### src/core/scan_host_map.svh
/*
 * Address map, field positions and reset values of the processor-side port.
 * Assumes a 6-bit word address from the processor and an 11-bit memory address.
 */
`ifndef SCAN_HOST_MAP_SVH
`define SCAN_HOST_MAP_SVH

// register word addresses
`define OFF_START 6'h00
`define OFF_INT_CTRL 6'h01
`define OFF_SETUP 6'h02
`define OFF_CLK_DIV 6'h03
`define OFF_SIG_EXP 6'h04
`define OFF_SEED_LO 6'h05
`define OFF_SEED_HI 6'h06
`define OFF_STATUS 6'h07
`define OFF_INT_STATUS 6'h08
`define OFF_RESULT_LO 6'h09
`define OFF_RESULT_HI 6'h0A
`define OFF_INDEX 6'h0B
// pointer registers at PTR0 + region, memory data windows at MEM0 + region
`define OFF_PTR0 6'h10
`define OFF_MEM0 6'h20
`define REGION_COUNT 9

// memory regions
`define REG_SCAN_OUT 0
`define REG_SCAN_IN 1
`define REG_EXPECTED 2
`define REG_MASK 3

// base addresses of the four buffer address registers
`define BASE_SCAN_OUT 11'h000
`define BASE_SCAN_IN 11'h200
`define BASE_EXPECTED 11'h400
`define BASE_MASK 11'h600

// start register fields
`define START_SEQ 0
`define START_VEC_LO 1
// setup register fields
`define SETUP_TDO_DEFAULT 0
`define SETUP_TARGET_RESET 1
`define SETUP_BRIDGE 2
`define SETUP_SYNC_LO 3
`define SETUP_LOOP_LO 6
`define SETUP_BUS32 8
// status register fields
`define STAT_SEQ 4
`define STAT_VEC_LO 5
`define STAT_COMPARE 15

`define RESET_WORD 16'h0000
`define RESET_CLK_DIV 16'h0002

`endif

### src/core/scan_host_pkg.sv
/*
 * Types shared by the processor-side port.
 * Assumes nothing beyond the map header.
 */
package scan_host_pkg;

    typedef enum logic [5:0] {
        st_idle = 6'b00_0001,
        st_read_out = 6'b00_0010,
        st_fetch = 6'b00_0100,
        st_wait = 6'b00_1000,
        st_capture = 6'b01_0000,
        st_ack_hold = 6'b10_0000
    } access_state_type;

endpackage

### src/core/transition_finder.sv
/*
 * Edge finder for one active-low processor control line.
 * Assumes clk is the system clock; async_mode chooses the two-stage synchroniser.
 */
`timescale 1ns/1ns
module transition_finder (
    input wire logic clk,
    input wire logic nrst,
    input wire logic async_mode,
    input wire logic line_n,
    output logic fall,
    output logic rise
);

    logic sync_a;
    logic sync_b;
    logic prev;
    logic sel;

    // two stages for a line that is not timed to clk
    always_ff @(posedge clk or negedge nrst) begin
        if (!nrst) begin
            sync_a <= 1'b1;
            sync_b <= 1'b1;
        end else begin
            sync_a <= line_n;
            sync_b <= sync_a;
        end
    end

    // synchronous bus: stages bypassed, only edges found
    assign sel = async_mode ? sync_b : line_n;

    always_ff @(posedge clk or negedge nrst) begin
        if (!nrst) begin
            prev <= 1'b1;
        end else begin
            prev <= sel;
        end
    end

    // one-clock pulses
    assign fall = prev & ~sel;
    assign rise = ~prev & sel;

endmodule

### src/core/scan_master_host_port.sv
/*
 * Processor-side port of a boundary-scan test master: access state machine,
 * pointer decoder, control bank, status and interrupt unit, flag unit.
 * Assumes a dual-port memory with one cycle registered read, and the serial
 * scan side reporting its pointer moves with one-cycle enables.
 */
`timescale 1ns/1ns
`include "scan_host_map.svh"
module scan_master_host_port #(
    parameter int ADDR_W = 11,
    parameter int BUF_DEPTH = 512
) (
    input wire logic clk,
    input wire logic nrst,
    input wire logic async_mode,
    input wire logic chip_sel_n,
    input wire logic access_strobe_n,
    input wire logic read_not_write,
    input wire logic [5:0] host_addr,
    input wire logic [31:0] host_wdata,
    output logic [31:0] host_rdata,
    output logic host_rdata_oe,
    output logic transfer_ack,
    output logic irq,
    output logic [ADDR_W-1:0] mem_addr,
    output logic [31:0] mem_wdata,
    output logic mem_we,
    output logic mem_re,
    input wire logic [31:0] mem_rdata,
    output logic ctrl_strobe,
    output logic use_sequencer,
    output logic [2:0] use_vector,
    output logic tdo_default,
    output logic target_reset,
    output logic bridge_init,
    output logic [2:0] sync_len,
    output logic [1:0] loopback,
    output logic [15:0] clk_divisor,
    output logic [2:0] sig_exponent,
    output logic [31:0] sig_seed,
    input wire logic signature_capture_strobe,
    input wire logic [31:0] signature_value,
    input wire logic compare_result,
    input wire logic compare_load,
    input wire logic compare_clear,
    input wire logic seq_active,
    input wire logic [2:0] vec_active,
    input wire logic scan_out_taken,
    input wire logic scan_in_stored,
    output logic scan_out_empty,
    output logic scan_in_full
);

    localparam int CNT_W = $clog2(BUF_DEPTH) + 1;
    localparam logic [CNT_W-1:0] CNT_FULL = CNT_W'(BUF_DEPTH);
    localparam logic [CNT_W-1:0] CNT_HALF = CNT_W'(BUF_DEPTH / 2);

    function automatic logic [ADDR_W-1:0] base_of(input int r);
        case (r)
            `REG_SCAN_OUT: base_of = ADDR_W'(`BASE_SCAN_OUT);
            `REG_SCAN_IN: base_of = ADDR_W'(`BASE_SCAN_IN);
            `REG_EXPECTED: base_of = ADDR_W'(`BASE_EXPECTED);
            `REG_MASK: base_of = ADDR_W'(`BASE_MASK);
            default: base_of = '0;
        endcase
    endfunction

    function automatic logic is_mem(input logic [5:0] a);
        is_mem = a >= `OFF_MEM0;
    endfunction

    function automatic logic [3:0] region_of(input logic [5:0] a);
        region_of = a[3:0];
    endfunction

    scan_host_pkg::access_state_type state;
    logic cs_fall, cs_rise, stb_fall, stb_rise;
    logic cs_active;
    logic start;
    logic [5:0] lat_addr;
    logic [31:0] lat_data;
    logic lat_rd;
    logic wr_go, rd_go;
    logic half_sel;
    logic [15:0] low_hold;
    logic [31:0] rd_cap;
    logic [15:0] start_reg, int_ctrl, setup_reg, seed_lo, seed_hi;
    logic [15:0] result_lo, result_hi;
    logic [3:0] int_status, int_pend;
    logic [3:0] flags, cond, flag_load, flag_clear, flag_event;
    logic seq_act_q, cmp_bit;
    logic [2:0] vec_act_q;
    logic [CNT_W-1:0] out_cnt, in_cnt;
    logic [ADDR_W-1:0] ptr [`REGION_COUNT];
    logic [15:0] reg_rdata;
    logic bus32, mem_commit, mem_rd_done, word_done, reading_status;
    logic start_we, setup_we, start_we_q, setup_we_q;

    transition_finder cs_edges (
        .clk(clk),
        .nrst(nrst),
        .async_mode(async_mode),
        .line_n(chip_sel_n),
        .fall(cs_fall),
        .rise(cs_rise)
    );

    transition_finder stb_edges (
        .clk(clk),
        .nrst(nrst),
        .async_mode(async_mode),
        .line_n(access_strobe_n),
        .fall(stb_fall),
        .rise(stb_rise)
    );

    assign bus32 = setup_reg[`SETUP_BUS32];
    // select may fall in the same clock as the strobe on a synchronous bus
    assign start = stb_fall & (cs_active | cs_fall);
    assign mem_commit = wr_go & is_mem(lat_addr) & (bus32 | half_sel);
    assign mem_rd_done = rd_go & is_mem(lat_addr) & (bus32 | half_sel);
    assign word_done = mem_commit | mem_rd_done;
    assign start_we = wr_go && lat_addr == `OFF_START;
    assign setup_we = wr_go && lat_addr == `OFF_SETUP;
    assign reading_status = lat_rd && lat_addr == `OFF_INT_STATUS && state != scan_host_pkg::st_idle;

    always_ff @(posedge clk or negedge nrst) begin
        if (!nrst) begin
            cs_active <= 1'b0;
        end else if (cs_fall) begin
            cs_active <= 1'b1;
        end else if (cs_rise) begin
            cs_active <= 1'b0;
        end
    end

    // access state machine
    always_ff @(posedge clk or negedge nrst) begin
        if (!nrst) begin
            state <= scan_host_pkg::st_idle;
            transfer_ack <= 1'b0;
            host_rdata_oe <= 1'b0;
            host_rdata <= 32'h0000_0000;
            lat_addr <= 6'h00;
            lat_data <= 32'h0000_0000;
            lat_rd <= 1'b0;
            rd_cap <= 32'h0000_0000;
        end else begin
            case (state)
                scan_host_pkg::st_idle: begin
                    if (start) begin
                        lat_addr <= host_addr;
                        lat_data <= host_wdata;
                        lat_rd <= read_not_write;
                        if (!read_not_write) begin
                            transfer_ack <= 1'b1;
                            state <= scan_host_pkg::st_ack_hold;
                        end else if (is_mem(host_addr) && (bus32 || !half_sel)) begin
                            state <= scan_host_pkg::st_fetch;
                        end else begin
                            state <= scan_host_pkg::st_read_out;
                        end
                    end
                end
                scan_host_pkg::st_read_out: begin
                    // second half comes from the word captured by the first
                    host_rdata <= is_mem(lat_addr) ? {16'h0000, rd_cap[31:16]} : {16'h0000, reg_rdata};
                    host_rdata_oe <= 1'b1;
                    transfer_ack <= 1'b1;
                    state <= scan_host_pkg::st_ack_hold;
                end
                scan_host_pkg::st_fetch: begin
                    state <= scan_host_pkg::st_wait;
                end
                scan_host_pkg::st_wait: begin
                    state <= scan_host_pkg::st_capture;
                end
                scan_host_pkg::st_capture: begin
                    rd_cap <= mem_rdata;
                    host_rdata <= bus32 ? mem_rdata : {16'h0000, mem_rdata[15:0]};
                    host_rdata_oe <= 1'b1;
                    transfer_ack <= 1'b1;
                    state <= scan_host_pkg::st_ack_hold;
                end
                scan_host_pkg::st_ack_hold: begin
                    if (stb_rise || cs_rise) begin
                        transfer_ack <= 1'b0;
                        host_rdata_oe <= 1'b0;
                        state <= scan_host_pkg::st_idle;
                    end
                end
                default: begin
                    transfer_ack <= 1'b0;
                    host_rdata_oe <= 1'b0;
                    state <= scan_host_pkg::st_idle;
                end
            endcase
        end
    end

    // write effects run one clock after the strobe fall, from the latched cycle
    always_ff @(posedge clk or negedge nrst) begin
        if (!nrst) begin
            wr_go <= 1'b0;
            rd_go <= 1'b0;
        end else begin
            wr_go <= state == scan_host_pkg::st_idle && start && !read_not_write;
            rd_go <= state == scan_host_pkg::st_read_out || state == scan_host_pkg::st_capture;
        end
    end

    // word joiner: half tracking for the 16-bit bus
    always_ff @(posedge clk or negedge nrst) begin
        if (!nrst) begin
            half_sel <= 1'b0;
            low_hold <= 16'h0000;
        end else if (bus32) begin
            half_sel <= 1'b0;
        end else if ((wr_go || rd_go) && is_mem(lat_addr)) begin
            half_sel <= ~half_sel;
            if (wr_go && !half_sel) begin
                low_hold <= lat_data[15:0];
            end
        end else if (wr_go) begin
            // a register write in between restarts the pairing
            half_sel <= 1'b0;
        end
    end

    // memory port
    always_ff @(posedge clk or negedge nrst) begin
        if (!nrst) begin
            mem_addr <= '0;
            mem_wdata <= 32'h0000_0000;
            mem_we <= 1'b0;
            mem_re <= 1'b0;
        end else begin
            mem_we <= mem_commit;
            mem_re <= state == scan_host_pkg::st_idle && start && read_not_write && is_mem(host_addr)
                && (bus32 || !half_sel);
            if (mem_commit) begin
                mem_addr <= ptr[region_of(lat_addr)];
                mem_wdata <= bus32 ? lat_data : {lat_data[15:0], low_hold};
            end else if (state == scan_host_pkg::st_idle && start && is_mem(host_addr)) begin
                mem_addr <= ptr[region_of(host_addr)];
            end
        end
    end

    // pointer decoder
    generate
        for (genvar r = 0; r < `REGION_COUNT; r++) begin : g_ptr
            always_ff @(posedge clk or negedge nrst) begin
                if (!nrst) begin
                    ptr[r] <= base_of(r);
                end else if (wr_go && lat_addr == 6'(`OFF_PTR0 + r)) begin
                    ptr[r] <= lat_data[ADDR_W-1:0];
                end else if (r < 4 && wr_go && lat_addr == `OFF_INDEX) begin
                    ptr[r] <= base_of(r) + lat_data[ADDR_W-1:0];
                end else if (word_done && region_of(lat_addr) == 4'(r)) begin
                    ptr[r] <= ptr[r] + 1'b1;
                end
            end
        end
    endgenerate

    // control bank
    always_ff @(posedge clk or negedge nrst) begin
        if (!nrst) begin
            start_reg <= `RESET_WORD;
            int_ctrl <= `RESET_WORD;
            setup_reg <= `RESET_WORD;
            clk_divisor <= `RESET_CLK_DIV;
            sig_exponent <= 3'h0;
            seed_lo <= `RESET_WORD;
            seed_hi <= `RESET_WORD;
        end else if (wr_go) begin
            // only the low word is taken, in either bus mode
            case (lat_addr)
                `OFF_START: start_reg <= lat_data[15:0];
                `OFF_INT_CTRL: int_ctrl <= lat_data[15:0];
                `OFF_SETUP: setup_reg <= lat_data[15:0];
                `OFF_CLK_DIV: clk_divisor <= lat_data[15:0];
                `OFF_SIG_EXP: sig_exponent <= lat_data[2:0];
                `OFF_SEED_LO: seed_lo <= lat_data[15:0];
                `OFF_SEED_HI: seed_hi <= lat_data[15:0];
                default: ;
            endcase
        end
    end

    always_ff @(posedge clk or negedge nrst) begin
        if (!nrst) begin
            start_we_q <= 1'b0;
            setup_we_q <= 1'b0;
            ctrl_strobe <= 1'b0;
        end else begin
            start_we_q <= start_we;
            setup_we_q <= setup_we;
            ctrl_strobe <= (start_we & ~start_we_q) | (setup_we & ~setup_we_q);
        end
    end

    // settings change in the same clock as the strobe, taken straight from the registers
    assign use_sequencer = start_reg[`START_SEQ];
    assign use_vector = start_reg[`START_VEC_LO +: 3];
    assign tdo_default = setup_reg[`SETUP_TDO_DEFAULT];
    assign target_reset = setup_reg[`SETUP_TARGET_RESET];
    assign bridge_init = setup_reg[`SETUP_BRIDGE];
    assign sync_len = setup_reg[`SETUP_SYNC_LO +: 3];
    assign loopback = setup_reg[`SETUP_LOOP_LO +: 2];
    assign sig_seed = {seed_hi, seed_lo};

    // status unit
    always_ff @(posedge clk or negedge nrst) begin
        if (!nrst) begin
            result_lo <= `RESET_WORD;
            result_hi <= `RESET_WORD;
        end else if (signature_capture_strobe) begin
            result_lo <= signature_value[15:0];
            result_hi <= signature_value[31:16];
        end
    end

    always_ff @(posedge clk or negedge nrst) begin
        if (!nrst) begin
            seq_act_q <= 1'b0;
            vec_act_q <= 3'h0;
            cmp_bit <= 1'b0;
        end else begin
            seq_act_q <= seq_active;
            vec_act_q <= vec_active;
            if (compare_clear) begin
                cmp_bit <= 1'b0;
            end else if (compare_load) begin
                cmp_bit <= compare_result;
            end
        end
    end

    // flag unit: counters follow the host and serial pointers
    always_ff @(posedge clk or negedge nrst) begin
        if (!nrst) begin
            out_cnt <= '0;
            in_cnt <= '0;
        end else begin
            // both moves in one clock cancel
            case ({mem_commit && region_of(lat_addr) == 4'(`REG_SCAN_OUT), scan_out_taken})
                2'b10: out_cnt <= (out_cnt == CNT_FULL) ? out_cnt : out_cnt + 1'b1;
                2'b01: out_cnt <= (out_cnt == '0) ? out_cnt : out_cnt - 1'b1;
                default: out_cnt <= out_cnt;
            endcase
            case ({scan_in_stored, mem_rd_done && region_of(lat_addr) == 4'(`REG_SCAN_IN)})
                2'b10: in_cnt <= (in_cnt == CNT_FULL) ? in_cnt : in_cnt + 1'b1;
                2'b01: in_cnt <= (in_cnt == '0) ? in_cnt : in_cnt - 1'b1;
                default: in_cnt <= in_cnt;
            endcase
        end
    end

    // flags: 0 scan-out empty, 1 scan-out half-empty, 2 scan-in full, 3 scan-in half-full
    assign cond = {in_cnt >= CNT_HALF, in_cnt == CNT_FULL, out_cnt <= CNT_HALF, out_cnt == '0};
    assign flag_load = cond & ~flags;
    assign flag_clear = ~cond & flags;
    assign flag_event = flag_load & int_ctrl[3:0];

    always_ff @(posedge clk or negedge nrst) begin
        if (!nrst) begin
            flags <= 4'h0;
        end else begin
            flags <= (flags | flag_load) & ~flag_clear;
        end
    end

    assign scan_out_empty = flags[0];
    assign scan_in_full = flags[2];

    // events during a status read wait in int_pend until the read ends
    always_ff @(posedge clk or negedge nrst) begin
        if (!nrst) begin
            int_status <= 4'h0;
            int_pend <= 4'h0;
        end else if (reading_status) begin
            int_pend <= int_pend | flag_event;
            if (rd_go) begin
                int_status <= 4'h0;
            end
        end else begin
            int_status <= int_status | int_pend | flag_event;
            int_pend <= 4'h0;
        end
    end

    always_ff @(posedge clk or negedge nrst) begin
        if (!nrst) begin
            irq <= 1'b0;
        end else begin
            irq <= |int_status;
        end
    end

    // register read mux
    always_comb begin
        reg_rdata = 16'h0000;
        case (lat_addr)
            `OFF_START: reg_rdata = start_reg;
            `OFF_INT_CTRL: reg_rdata = int_ctrl;
            `OFF_SETUP: reg_rdata = setup_reg;
            `OFF_CLK_DIV: reg_rdata = clk_divisor;
            `OFF_SIG_EXP: reg_rdata = {13'h0000, sig_exponent};
            `OFF_SEED_LO: reg_rdata = seed_lo;
            `OFF_SEED_HI: reg_rdata = seed_hi;
            `OFF_STATUS: begin
                reg_rdata[3:0] = flags;
                reg_rdata[`STAT_SEQ] = seq_act_q;
                reg_rdata[`STAT_VEC_LO +: 3] = vec_act_q;
                reg_rdata[`STAT_COMPARE] = cmp_bit;
            end
            `OFF_INT_STATUS: reg_rdata = {12'h000, int_status};
            `OFF_RESULT_LO: reg_rdata = result_lo;
            `OFF_RESULT_HI: reg_rdata = result_hi;
            default: begin
                for (int i = 0; i < `REGION_COUNT; i++) begin
                    if (lat_addr == 6'(`OFF_PTR0 + i)) begin
                        reg_rdata = 16'(ptr[i]);
                    end
                end
            end
        endcase
    end

endmodule

### config.mk
export PLATFORM = sky130hd
export DESIGN_NAME = scan_master_host_port
export DESIGN_NICKNAME = d
export VERILOG_FILES = /design/src/core/scan_host_pkg.sv /design/src/core/transition_finder.sv /design/src/core/scan_master_host_port.sv
export VERILOG_INCLUDE_DIRS = /design/src /design/src/core
export SDC_FILE = /design/constraint.sdc
export NUM_CORES = 1
export LEC_CHECK = 0
export BUFFER_PORTS_ARGS = -buffer_cell sky130_fd_sc_hd__clkbuf_2
export CAP_MARGIN = 15
export CORE_AREA = 2 2 210 212
export DETAILED_ROUTE_END_ITERATION = 6
export DIE_AREA = 0 0 212 214
export PLACE_DENSITY_LB_ADDON = 0.05
export SLEW_MARGIN = 20
export SYNTH_ARGS = -nofsm -noshare
export SYNTH_HDL_FRONTEND = slang
export SYNTH_HIERARCHICAL = 1
export SYNTH_SLANG_ARGS = --single-unit
### constraint.sdc
create_clock -name clk -period 3.3 [get_ports clk]
set_input_delay 0.66 -clock clk [delete_from_list [all_inputs] [get_ports clk]]
set_output_delay 0.66 -clock clk [all_outputs]
set_load 0.03 [all_outputs]
* After elaboration in Yosys (flattened, before gate mapping)
Cells that the tools add are included.
** Word-level totals
- Input bits :: 118
- RAM bits :: 0
- Flip-flop bits (word level) :: 453
- Bits in latches :: 0
- Bits in read-only memories :: 0
- Memories kept :: 0
** Operators by class
- Shift-type cells :: 0
- Equality and inequality tests :: 49
- Div/mod/pow operators :: 0
- $mul :: 0
- Reductions and logical operators :: 80
- Order comparisons :: 6
- Mux-type cells :: 74
- Bitwise operators :: 38
- Add/subtract/negate cells :: 16
** Operators with widths (number)
- $mux W11 :: 29
- $mux W16 :: 9
- $add A11 B1 Y11 const B :: 9
- $bmux W11 S4 :: 2
- $pmux W8 S11 :: 1
- $mux W32 :: 2
- $pmux W32 S2 :: 1
- $pmux W7 S9 :: 1
- $eq A6 B5 Y1 const B :: 10
- $mux W10 :: 4
- $pmux W10 S2 :: 2
- $logic_and A1 B1 Y1 :: 34
- $eq A6 B3 Y1 const B :: 5
- $eq A6 B4 Y1 const B :: 5
- $pmux W6 S5 :: 1
- $add A11 B11 Y11 const A :: 2
- $reduce_bool A2 Y1 :: 11
- $add A10 B1 Y10 const B :: 2
- $eq A10 B10 Y1 const B :: 2
- $logic_not A10 Y1 :: 2
- $reduce_and A2 Y1 :: 10
- $sub A10 B1 Y10 const B :: 2
- $eq A6 B2 Y1 const B :: 3
- $mux W6 :: 3
- 38 further kinds :: 111

* Depth between registers and ports, before layout
Gate-level depths: netlist (run 1).
- Depth after elaboration :: 13
- Depth in mapped cells :: 14
- Depth with buffers taken out :: 11

* Modules after synthesis
The synthesis (run 1) kept the hierarchy.
** By module, submodules not included
- scan_master_host_port :: instances 1, cells each 2223, sequential area each 10792.9 um^2, area an instance 22335.2 um^2
- transition_finder :: instances 2, cells each 7, sequential area each 78.8 um^2, area an instance 102.6 um^2

* Worst setup path before layout (run 1)
No wires, ideal clock.
- Path kind :: flip-flop to flip-flop
- From :: register lat_addr[2]
- To :: register in_cnt[8]
- Setup time :: 0.125 ns
- Cell stages (with the launch flop) :: 15
- Path buffers :: 3
- Setup slack :: 0.197 ns
- Arrival :: 2.978 ns
- Data required time :: 3.175 ns
- Cell sequence :: dfrtp_1 -> buf_2 -> or4b_1 -> buf_2 -> or4_4 -> buf_6 -> nand2_1 -> nand2_1 -> ha_1 -> nor3_1 -> nand2_1 -> a21oi_1 -> a21oi_1 -> xor2_1 -> mux2_2
** On the way
- Longest elaborated chain between the ends :: 7
- Elaborated cells on any way between the ends :: 12
- Those cells by class :: order compare: 1; eq/ne: 5; mux: 1; bitwise: 2; reduce/logical: 3
** RTL lines
- from (decl) :: RTL line scan_master_host_port.sv:80 : logic [5:0] lat_addr;
- from (signal assigned) :: RTL line scan_master_host_port.sv:152 : lat_addr <= host_addr;
- $ge A6 B6 Y1 (no line)
- $and A1 B1 Y1 (2 in a row) :: RTL line scan_master_host_port.sv:121 : assign mem_rd_done = rd_go & is_mem(lat_addr) & (bus32 | half_sel);
- $logic_and A1 B1 Y1 (*) :: RTL line scan_master_host_port.sv:353 : case ({scan_in_stored, mem_rd_done && region_of(lat_addr) == 4'(`REG_SCAN_IN)})
- $eq A2 B1 Y1 or $eq A2 B2 Y1 (tied branches) :: RTL line scan_master_host_port.sv:353
- $ne A2 B2 Y1 (no line) or $reduce_bool A2 Y1 (tied branches)
- $reduce_and A3 Y1 (no line)
- to (signal assigned) :: RTL line scan_master_host_port.sv:354 : 2'b10: in_cnt <= (in_cnt == CNT_FULL) ? in_cnt : in_cnt + 1'b1;
- to (signal assigned) :: RTL line scan_master_host_port.sv:355 : 2'b01: in_cnt <= (in_cnt == '0) ? in_cnt : in_cnt - 1'b1;
- to (signal assigned) :: RTL line scan_master_host_port.sv:356 : default: in_cnt <= in_cnt;
- to (decl) :: RTL line scan_master_host_port.sv:93 : logic [CNT_W-1:0] out_cnt, in_cnt;
Mark *: on every way between the ends. The rest lies on a longest branch, timed or not.
A chain may end at the register's enable or synchronous reset.

* Worst setup path in the final report (run 1)
- From :: register lat_addr[0]
- To :: register host_rdata[8]
** On the way
- Longest elaborated chain between the ends :: 13
- Elaborated cells on any way between the ends :: 34
- Those cells by class :: order compare: 1; eq/ne: 19; mux: 12; reduce/logical: 2
** RTL lines
- $eq A6 B5 Y1 :: RTL line scan_master_host_port.sv:424 : if (lat_addr == 6'(`OFF_PTR0 + i)) begin
- $mux W11 :: RTL line scan_master_host_port.sv:424
- $mux W16 (8 in a row) :: RTL line scan_master_host_port.sv:424
- $pmux W7 S9 :: RTL line scan_master_host_port.sv:405 : case (lat_addr)
- $mux W16 (*) :: RTL line scan_master_host_port.sv:167 : host_rdata <= is_mem(lat_addr) ? {16'h0000, rd_cap[31:16]} : {16'h0000, reg_rdata};
- $pmux W32 S2 (*) :: RTL line scan_master_host_port.sv:149 : case (state)
- to (signal assigned) :: RTL line scan_master_host_port.sv:167
- to (signal assigned) :: RTL line scan_master_host_port.sv:180 : host_rdata <= bus32 ? mem_rdata : {16'h0000, mem_rdata[15:0]};
- to (decl) :: RTL line scan_master_host_port.sv:21 : output logic [31:0] host_rdata,
Marked as above.

==> results by group, run 1 <==
Outcome
  – Outcome: finished, final reports clean

Critical path
  – Worst R2R Setup Slack: 0.25 ns
  – CP arrival: 3.53 ns
  – FF-to-FF End: host_rdata[8]
  – Worst Setup Start Kind: register
  – CP max-delay cell: a2111oi_0
  – Crit-path max FO: 33
  – Critical path depth: 7
  – CP Buf/Inv Count: 2
  – Critical path required time: 3.78 ns
  – Critical Path Source: lat_addr[0]
  – Crit-path leading delay family: compound AO/OA/AOI/OAI gates
  – Worst-case reg-to-reg path depth: 7
  – Setup crit end kind: register
  – Critical path endpoint: host_rdata[8]
  – Worst path max stage delay: 0.81 ns
  – CP cell instances: buf_4 -> buf_4 -> mux2i_1 -> nor2_1 -> a2111oi_0 -> a2111oi_0 -> o22a_1
  – Reg2reg start: lat_addr[0]
  – Setup CP Type: register to register

CTS
  – Clock buffer depth: 3
  – CTS Buf Count: 46
  – Htree depth: 2
  – Root Driver: clkbuf_16
  – Worst skew pair latency: 0.61 ns
  – Resized Gates After CTS: 0
  – Sink Count: 437
  – Clock transition at path regs: 0.07 ns
  – # hold bufs at CTS: 0
  – Post-CTS Setup Inserts: 0
  – CTS tree: done

Floorplan
  – Die height: 214 µm
  – Die footprint: 45,400 µm²
  – Initial Utilization: 52.6%
  – I/O pins: 264
  – Core Footprint: 42,900 µm²
  – Core Rows: 76
  – Die X: 212 µm

Yosys
  – Mapped Nets: 2,367
  – Netlist cell types: 84
  – Sequential share of the synthesized area: 48.6%
  – Post-synthesis cell count: 2,237
  – Top_reg_cell synth: dfrtp_1
  – Syn Area/Cell: 10.1 µm²
  – Synthesized area: 22,500 µm²
  – Syn. warnings: 6
  – Flop and latch count out of synthesis: 437
  – Post-synth EDFFs: 0
  – Asr flop ratio synth: 100%

Timing
  – Worst Max-Slew Pin Slew: 1.22 ns
  – Hold Vio Cnt, Final: 0
  – RSZ-0062 raised after global routing: no
  – Clock Skew: 0.0302 ns
  – Post-route setup slack: 0.250 ns
  – Peak Freq: 328 MHz
  – Tcrit/Tclk final: 92.4%
  – TNS Setup: 0 ns
  – Crit path time final: 3.05 ns
  – Final max-slew violation count: 0
  – Min Hold Slack: 0.117 ns
  – Slew HR: 18.7%
  – Final Setup Violations: 0

Cells and area
  – Layout cells sized above 1: 26.2%
  – Non-Filler Instances: 3,094
  – Commonest non-fill, non-tap cells in the layout: 420 x nand2_1, 420 x dfrtp_1, 262 x clkbuf_2, 157 x o21ai_0, 135 x mux2_2
  – Register Area: 11,000 µm²
  – Max reg flops: 99
  – Register with the most flip-flops: ptr
  – Nets@finish: 2,602
  – Multi-input logic area: 10,800 µm²
  – Area growth, synth to finish: 16.8%
  – ANT cells: 0
  – Fillers: 3,689

Routing
  – ANT nets after route: 0
  – DR DRC count: 0
  – Via count: 19,600
  – Via density: 6.34
  – DRT iter0 DRCs: 2,414
  – Final wirelength: 81.9 mm
  – DR pass1 iterations: 7
  – Wirelength per Cell: 26.5 µm

Global routing
  – Number of global-route vias before repair: 19,500
  – Largest net degree at the start of global routing: 79
  – Initial antenna violation count: 0
  – GRT overflow: 0
  – Global Route met3 Usage: 8.62%
  – GR peak layer: met2
  – Grt met2 use: 56.5%
  – Met1 Usage GRT: 50.1%
  – Overall routing resource usage: 36.5%
  – First-pass GRT wire length: 124 mm

Place
  – IO buf count: 263
  – Post-DP HPWL: 59.5 mm
  – GPL Wtd Cong: 1.02
  – # placed instances: 3,009
  – DP Worst Slack: 0.281 ns

Power
  – Lkg Pwr: 12.2 nW
  – Peak supply drop: 0.506 mV
  – Power per Cell Area: 755 nW/µm²

Worst hold path
  – Class of the worst hold path: input port to async pin

Job
  – Max-Cap Viols: 0
[where the power goes]
| part | leakage, nW | switching, mW | total, mW | internal, mW |
|---|---|---|---|---|
| Clock | 0.775 | 2.31 | 5.52 | 3.21 |
| Sequential | 5.72 | 1.84 | 8.33 | 6.49 |
| Combinational | 5.67 | 3.88 | 6.03 | 2.16 |
[synthesized netlist by cell type, types with 43 or more instances]
| cell | count | share of area (%) |
|---|---|---|
| nand2_1 | 420 | 7.0 |
| a22oi_1 | 63 | 2.1 |
| clkbuf_1 | 119 | 2.0 |
| a21oi_1 | 96 | 2.1 |
| mux4_2 | 43 | 4.3 |
| mux2i_1 | 54 | 2.4 |
| nor2_1 | 108 | 1.8 |
| mux2_2 | 135 | 6.7 |
| dfrtp_1 | 425 | 47 |
| o21ai_0 | 157 | 3.5 |
| nand3_1 | 47 | 1.0 |
| a221o_1 | 43 | 1.9 |
[per-stage QoR]
| stage | cell area [µm²] | utilization [%] | power, mW |
|---|---|---|---|
| final | 26300 | 61.4 | 19.9 |
| after global routing | 26300 | 61.4 | 20.7 |
| after CTS | 26300 | 61.4 | 19.8 |
| after detailed placement | 24700 | 57.6 | 14.3 |
| after global placement | 24700 | 57.6 | 14.2 |
| after floorplan | 22500 | - | 11.5 |
[cell families (layout without fill, tap and decap cells)]
kind of cell,after synthesis,after routing,share of synthesized area (%)
AO/OA/AOI/OAI,523,523,15.6
flip-flops,437,437,48.6
buffers and inverters,191,463,3.46
AND/OR/NAND/NOR,787,787,16.1
multiplexers,232,232,13.4
XOR/XNOR,55,55,2.14
adder cells (fa/ha/maj),12,12,0.666
[area by class of cell]
cell class | instances | share of cell area (%)
clock inverter | 20 | 1.05
tap | 585 | 2.78
sequential | 437 | 41.6
multi-input combinational | 1609 | 41.2
clock buffer | 65 | 5.02
timing repair buffer | 355 | 8.00
inverter | 23 | 0.333
[per-layer routing]
layer,up-vias,wire [µm]
met2,1015,37600
li1,8620,-
met3,183,7720
met1,9805,33600
met4,0,3000
met5,-,0
[worst min-delay path by stage]
stage                                  to            start  slack, ns
final                              ptr[8]             nrst       0.12
after global routing               ptr[8]             nrst       0.15
after global placement    cs_edges/sync_b  cs_edges/sync_a       0.35
after detailed placement  cs_edges/sync_b  cs_edges/sync_a       0.35
after CTS                    low_hold[14]             nrst       0.12
after floorplan           cs_edges/sync_b  cs_edges/sync_a       0.35
(Power assumes the default switching activity.)
==> inputs of run 2 (changes only) <==
--- a/config.mk
+++ b/config.mk
@@ -12,8 +12,8 @@
 export DETAILED_ROUTE_END_ITERATION = 6
 export DIE_AREA = 0 0 212 214
 export PLACE_DENSITY_LB_ADDON = 0.05
+export SETUP_SLACK_MARGIN = 0.15
 export SLEW_MARGIN = 20
 export SYNTH_ARGS = -nofsm -noshare
 export SYNTH_HDL_FRONTEND = slang
-export SYNTH_HIERARCHICAL = 1
 export SYNTH_SLANG_ARGS = --single-unit
==> run 2 against run 1 <==
Against the previous run: total power shrank 2.2%; non-clock buffer count rose by 13; area after synthesis increased by 0.48%; utilization increased by 0.50 points; final cell count down 2.0%; clock skew up 0.016 ns; count of clock-buffer cells in the layout grew 7; critical path depth rose by 3; critical path type unchanged; sequential share of layout area shrank 0.33 points; clock power is 0.9% higher; first-iteration DRC count is 0.46% lower; synthesized cell count fell by 3.0%.
==> results by group, run 2 <==
Routing
  – ANT nets after route: 0
  – DR DRC count: 0
  – DR pass1 iterations: 7
  – DRT iter0 DRCs: 2,403
  – Wirelength per Cell: 25.7 µm
  – Via count: 19,400
  – Final wirelength: 77.8 mm
  – Via density: 6.38

Yosys
  – Post-synthesis cell count: 2,170
  – Synthesized area: 22,600 µm²
  – Post-synth top area share: 47.0%
  – Synth area leaders: dfrtp_1 47%, mux2_2 9.5%, nand2_1 4.4%
  – Mapped Nets: 2,304
  – Syn. warnings: 0
  – Synth top cells by count: 425 x dfrtp_1, 265 x nand2_1, 191 x mux2_2
  – Top_reg_cell synth: dfrtp_1
  – Syn Area/Cell: 10.4 µm²
  – Post-synth EDFFs: 0
  – Netlist cell types: 72
  – Sequential share of the synthesized area: 48.3%
  – Asr flop ratio synth: 100%
  – Most frequent cell after synthesis: dfrtp_1
  – Flop and latch count out of synthesis: 437
  – Synth area leader: dfrtp_1

Power
  – Internal power: 11.9 mW
  – Power per Cell Area: 733 nW/µm²
  – Sw frac: 38.9%
  – Total Power: 19.4 mW
  – Flop pwr share: 41.0%
  – Psw: 7.57 mW
  – Clock power share: 28.6%
  – Peak supply drop: 0.558 mV
  – Lkg Pwr: 12.2 nW
  – Combinational fraction of design power: 30.4%

Critical path
  – Worst R2R Setup Slack: 0.22 ns
  – CP Buf/Inv Count: 2
  – Crit-path leading delay family: simple AND/OR/NAND/NOR gates
  – Critical path required time: 3.81 ns
  – Crit-path max FO: 6
  – CP max-delay cell: or4_1
  – Worst path max stage delay: 0.53 ns
  – Setup CP Type: register to register
  – Worst Setup Start Kind: register
  – Setup crit end kind: register
  – CP arrival: 3.59 ns
  – CP cell instances: or4_1 -> o21ai_0 -> buf_4 -> clkinv_1 -> ha_1 -> and3_1 -> a221o_1 -> or3_1 -> a21oi_2 -> xor2_1

Timing
  – TNS Setup: 0 ns
  – Crit path time final: 3.08 ns
  – RSZ-0062 raised after global routing: no
  – Hold Vio Cnt, Final: 0
  – Peak Freq: 325 MHz
  – Clock Skew: 0.0462 ns
  – Final Setup Violations: 0
  – Slew HR: 30.2%
  – Final max-slew violation count: 0
  – Post-route setup slack: 0.224 ns
  – Min Hold Slack: 0.0348 ns
  – Tcrit/Tclk final: 93.2%
  – Worst Max-Slew Pin Slew: 1.04 ns

Worst hold path
  – Class of the worst hold path: input port to async pin

Cells and area
  – Layout cells sized above 1: 29.5%
  – Area growth, synth to finish: 17.2%
  – Max reg flops: 99
  – Nets@finish: 2,544
  – Register with the most flip-flops: ptr
  – ANT cells: 0
  – Commonest non-fill, non-tap cells in the layout: 418 x dfrtp_1, 265 x nand2_1, 262 x clkbuf_2, 191 x mux2_2, 164 x o21ai_0
  – Most common cell after layout, fill and taps aside: dfrtp_1
  – Fillers: 3,596

CTS
  – Root Driver: clkbuf_16
  – # hold bufs at CTS: 0
  – Sink Count: 437
  – Htree depth: 2
  – Clock buffer depth: 3
  – CTS Buf Count: 47
  – Worst skew pair latency: 0.61 ns
  – Clock transition at path regs: 0.07 ns
  – CTS tree: done

Floorplan
  – Core Rows: 76
  – Initial Utilization: 52.8%
  – Die X: 212 µm
  – I/O pins: 264
  – Die height: 214 µm
  – Core Footprint: 42,900 µm²
  – Die footprint: 45,400 µm²

Global routing
  – GRT overflow: 0
  – Overall routing resource usage: 34.3%
  – Number of global-route vias before repair: 18,700
  – Initial antenna violation count: 0
  – Largest net degree at the start of global routing: 81
  – First-pass GRT wire length: 118 mm

Outcome
  – Outcome: finished, final reports clean

Job
  – Max-Cap Viols: 0

Place
  – Post-DP HPWL: 55.4 mm
  – DP Worst Slack: 0.223 ns
  – GPL Wtd Cong: 0.986
  – IO buf count: 263
## run 2: changes by cell type in the layout (fill, tap and decap cells not counted), sizes merged, moves of 15 or more
cell | before | now
nand2 | 420 | 265
mux2 | 135 | 191
nand3 | 47 | 68
nand4 | 32 | 17
a31oi | 16 | 33
o311ai | 3 | 21
## run 2: power groups by stage
stage / Sequential (mW) / Clock, mW / Combinational (mW)
after detailed placement: 8.01 / 0 / 5.79
after global placement: 7.97 / 0 / 5.72
final: 7.97 / 5.57 / 5.91
after global routing: 8.09 / 5.87 / 6.29
after CTS: 7.93 / 5.65 / 5.81
after floorplan: 7.53 / 0 / 3.54
## run 2: logic make-up (layout without fill, tap and decap cells)
family / count (synthesis) / count (layout) / synth area share [%]
AO/OA/AOI/OAI: 549 / 549 / 16.1
XOR/XNOR: 52 / 52 / 2.01
adder cells (fa/ha/maj): 16 / 16 / 0.884
buffers and inverters: 209 / 487 / 3.71
flip-flops: 437 / 437 / 48.3
multiplexers: 285 / 285 / 15.7
AND/OR/NAND/NOR: 622 / 622 / 13.2
## run 2: per-layer routing
metal | up-vias | wire length (µm) | share of wire (%) | track usage (%)
met5 | - | 0 | 0 | 0
met4 | 0 | 3040 | 3.9 | 13.1
met3 | 173 | 7000 | 9.0 | 6.11
met2 | 981 | 34700 | 45 | 50.5
met1 | 9699 | 33100 | 43 | 50.6
li1 | 8502 | - | - | -
## run 2: worst paths after layout
| path | start | to | cells past startpoint |
|---|---|---|---|
| setup / recovery | lat_addr[0] | out_cnt[4] | 10 |
| setup reg to reg | lat_addr[0] | out_cnt[4] | 10 |
| hold / removal | nrst | out_cnt[1] | 1 |
| min in group clk | seq_active | seq_act_q | 1 |
| hold reg to reg | stb_edges.sync_a | stb_edges.sync_b | 0 |
| max in group asynchronous | nrst | ptr[65] | 2 |
## run 2: layout make-up
type	count	area, µm²	share of cell area [%]
Clock buffer	72	1420	5.36
Clock inverter	15	210	0.792
Inverter	32	120	0.453
Multi-Input combinational cell	1524	10900	41.0
Sequential cell	437	11000	41.3
Tap cell	585	732	2.76
Timing Repair Buffer	368	2200	8.30
## run 2: per-stage QoR
| step | area, µm² | std cells | utilization (%) |
|---|---|---|---|
| 2_1_floorplan | 22600 | 2170 | - |
| 3_3_place_gp | 24900 | 2942 | 58.0 |
| 3_5_place_dp | 24900 | 2942 | 58.0 |
| 4_1_cts | 26500 | 3029 | 61.8 |
| 5_1_grt | 26500 | 3033 | 61.9 |
| 6_report | 26500 | 3033 | 61.9 |
## run 2: repair_timing
action                                  in CTS  in global routing
setup buffers                                0                  4
gates resized for setup                      0                  2
endpoints found under the setup margin       0                  2
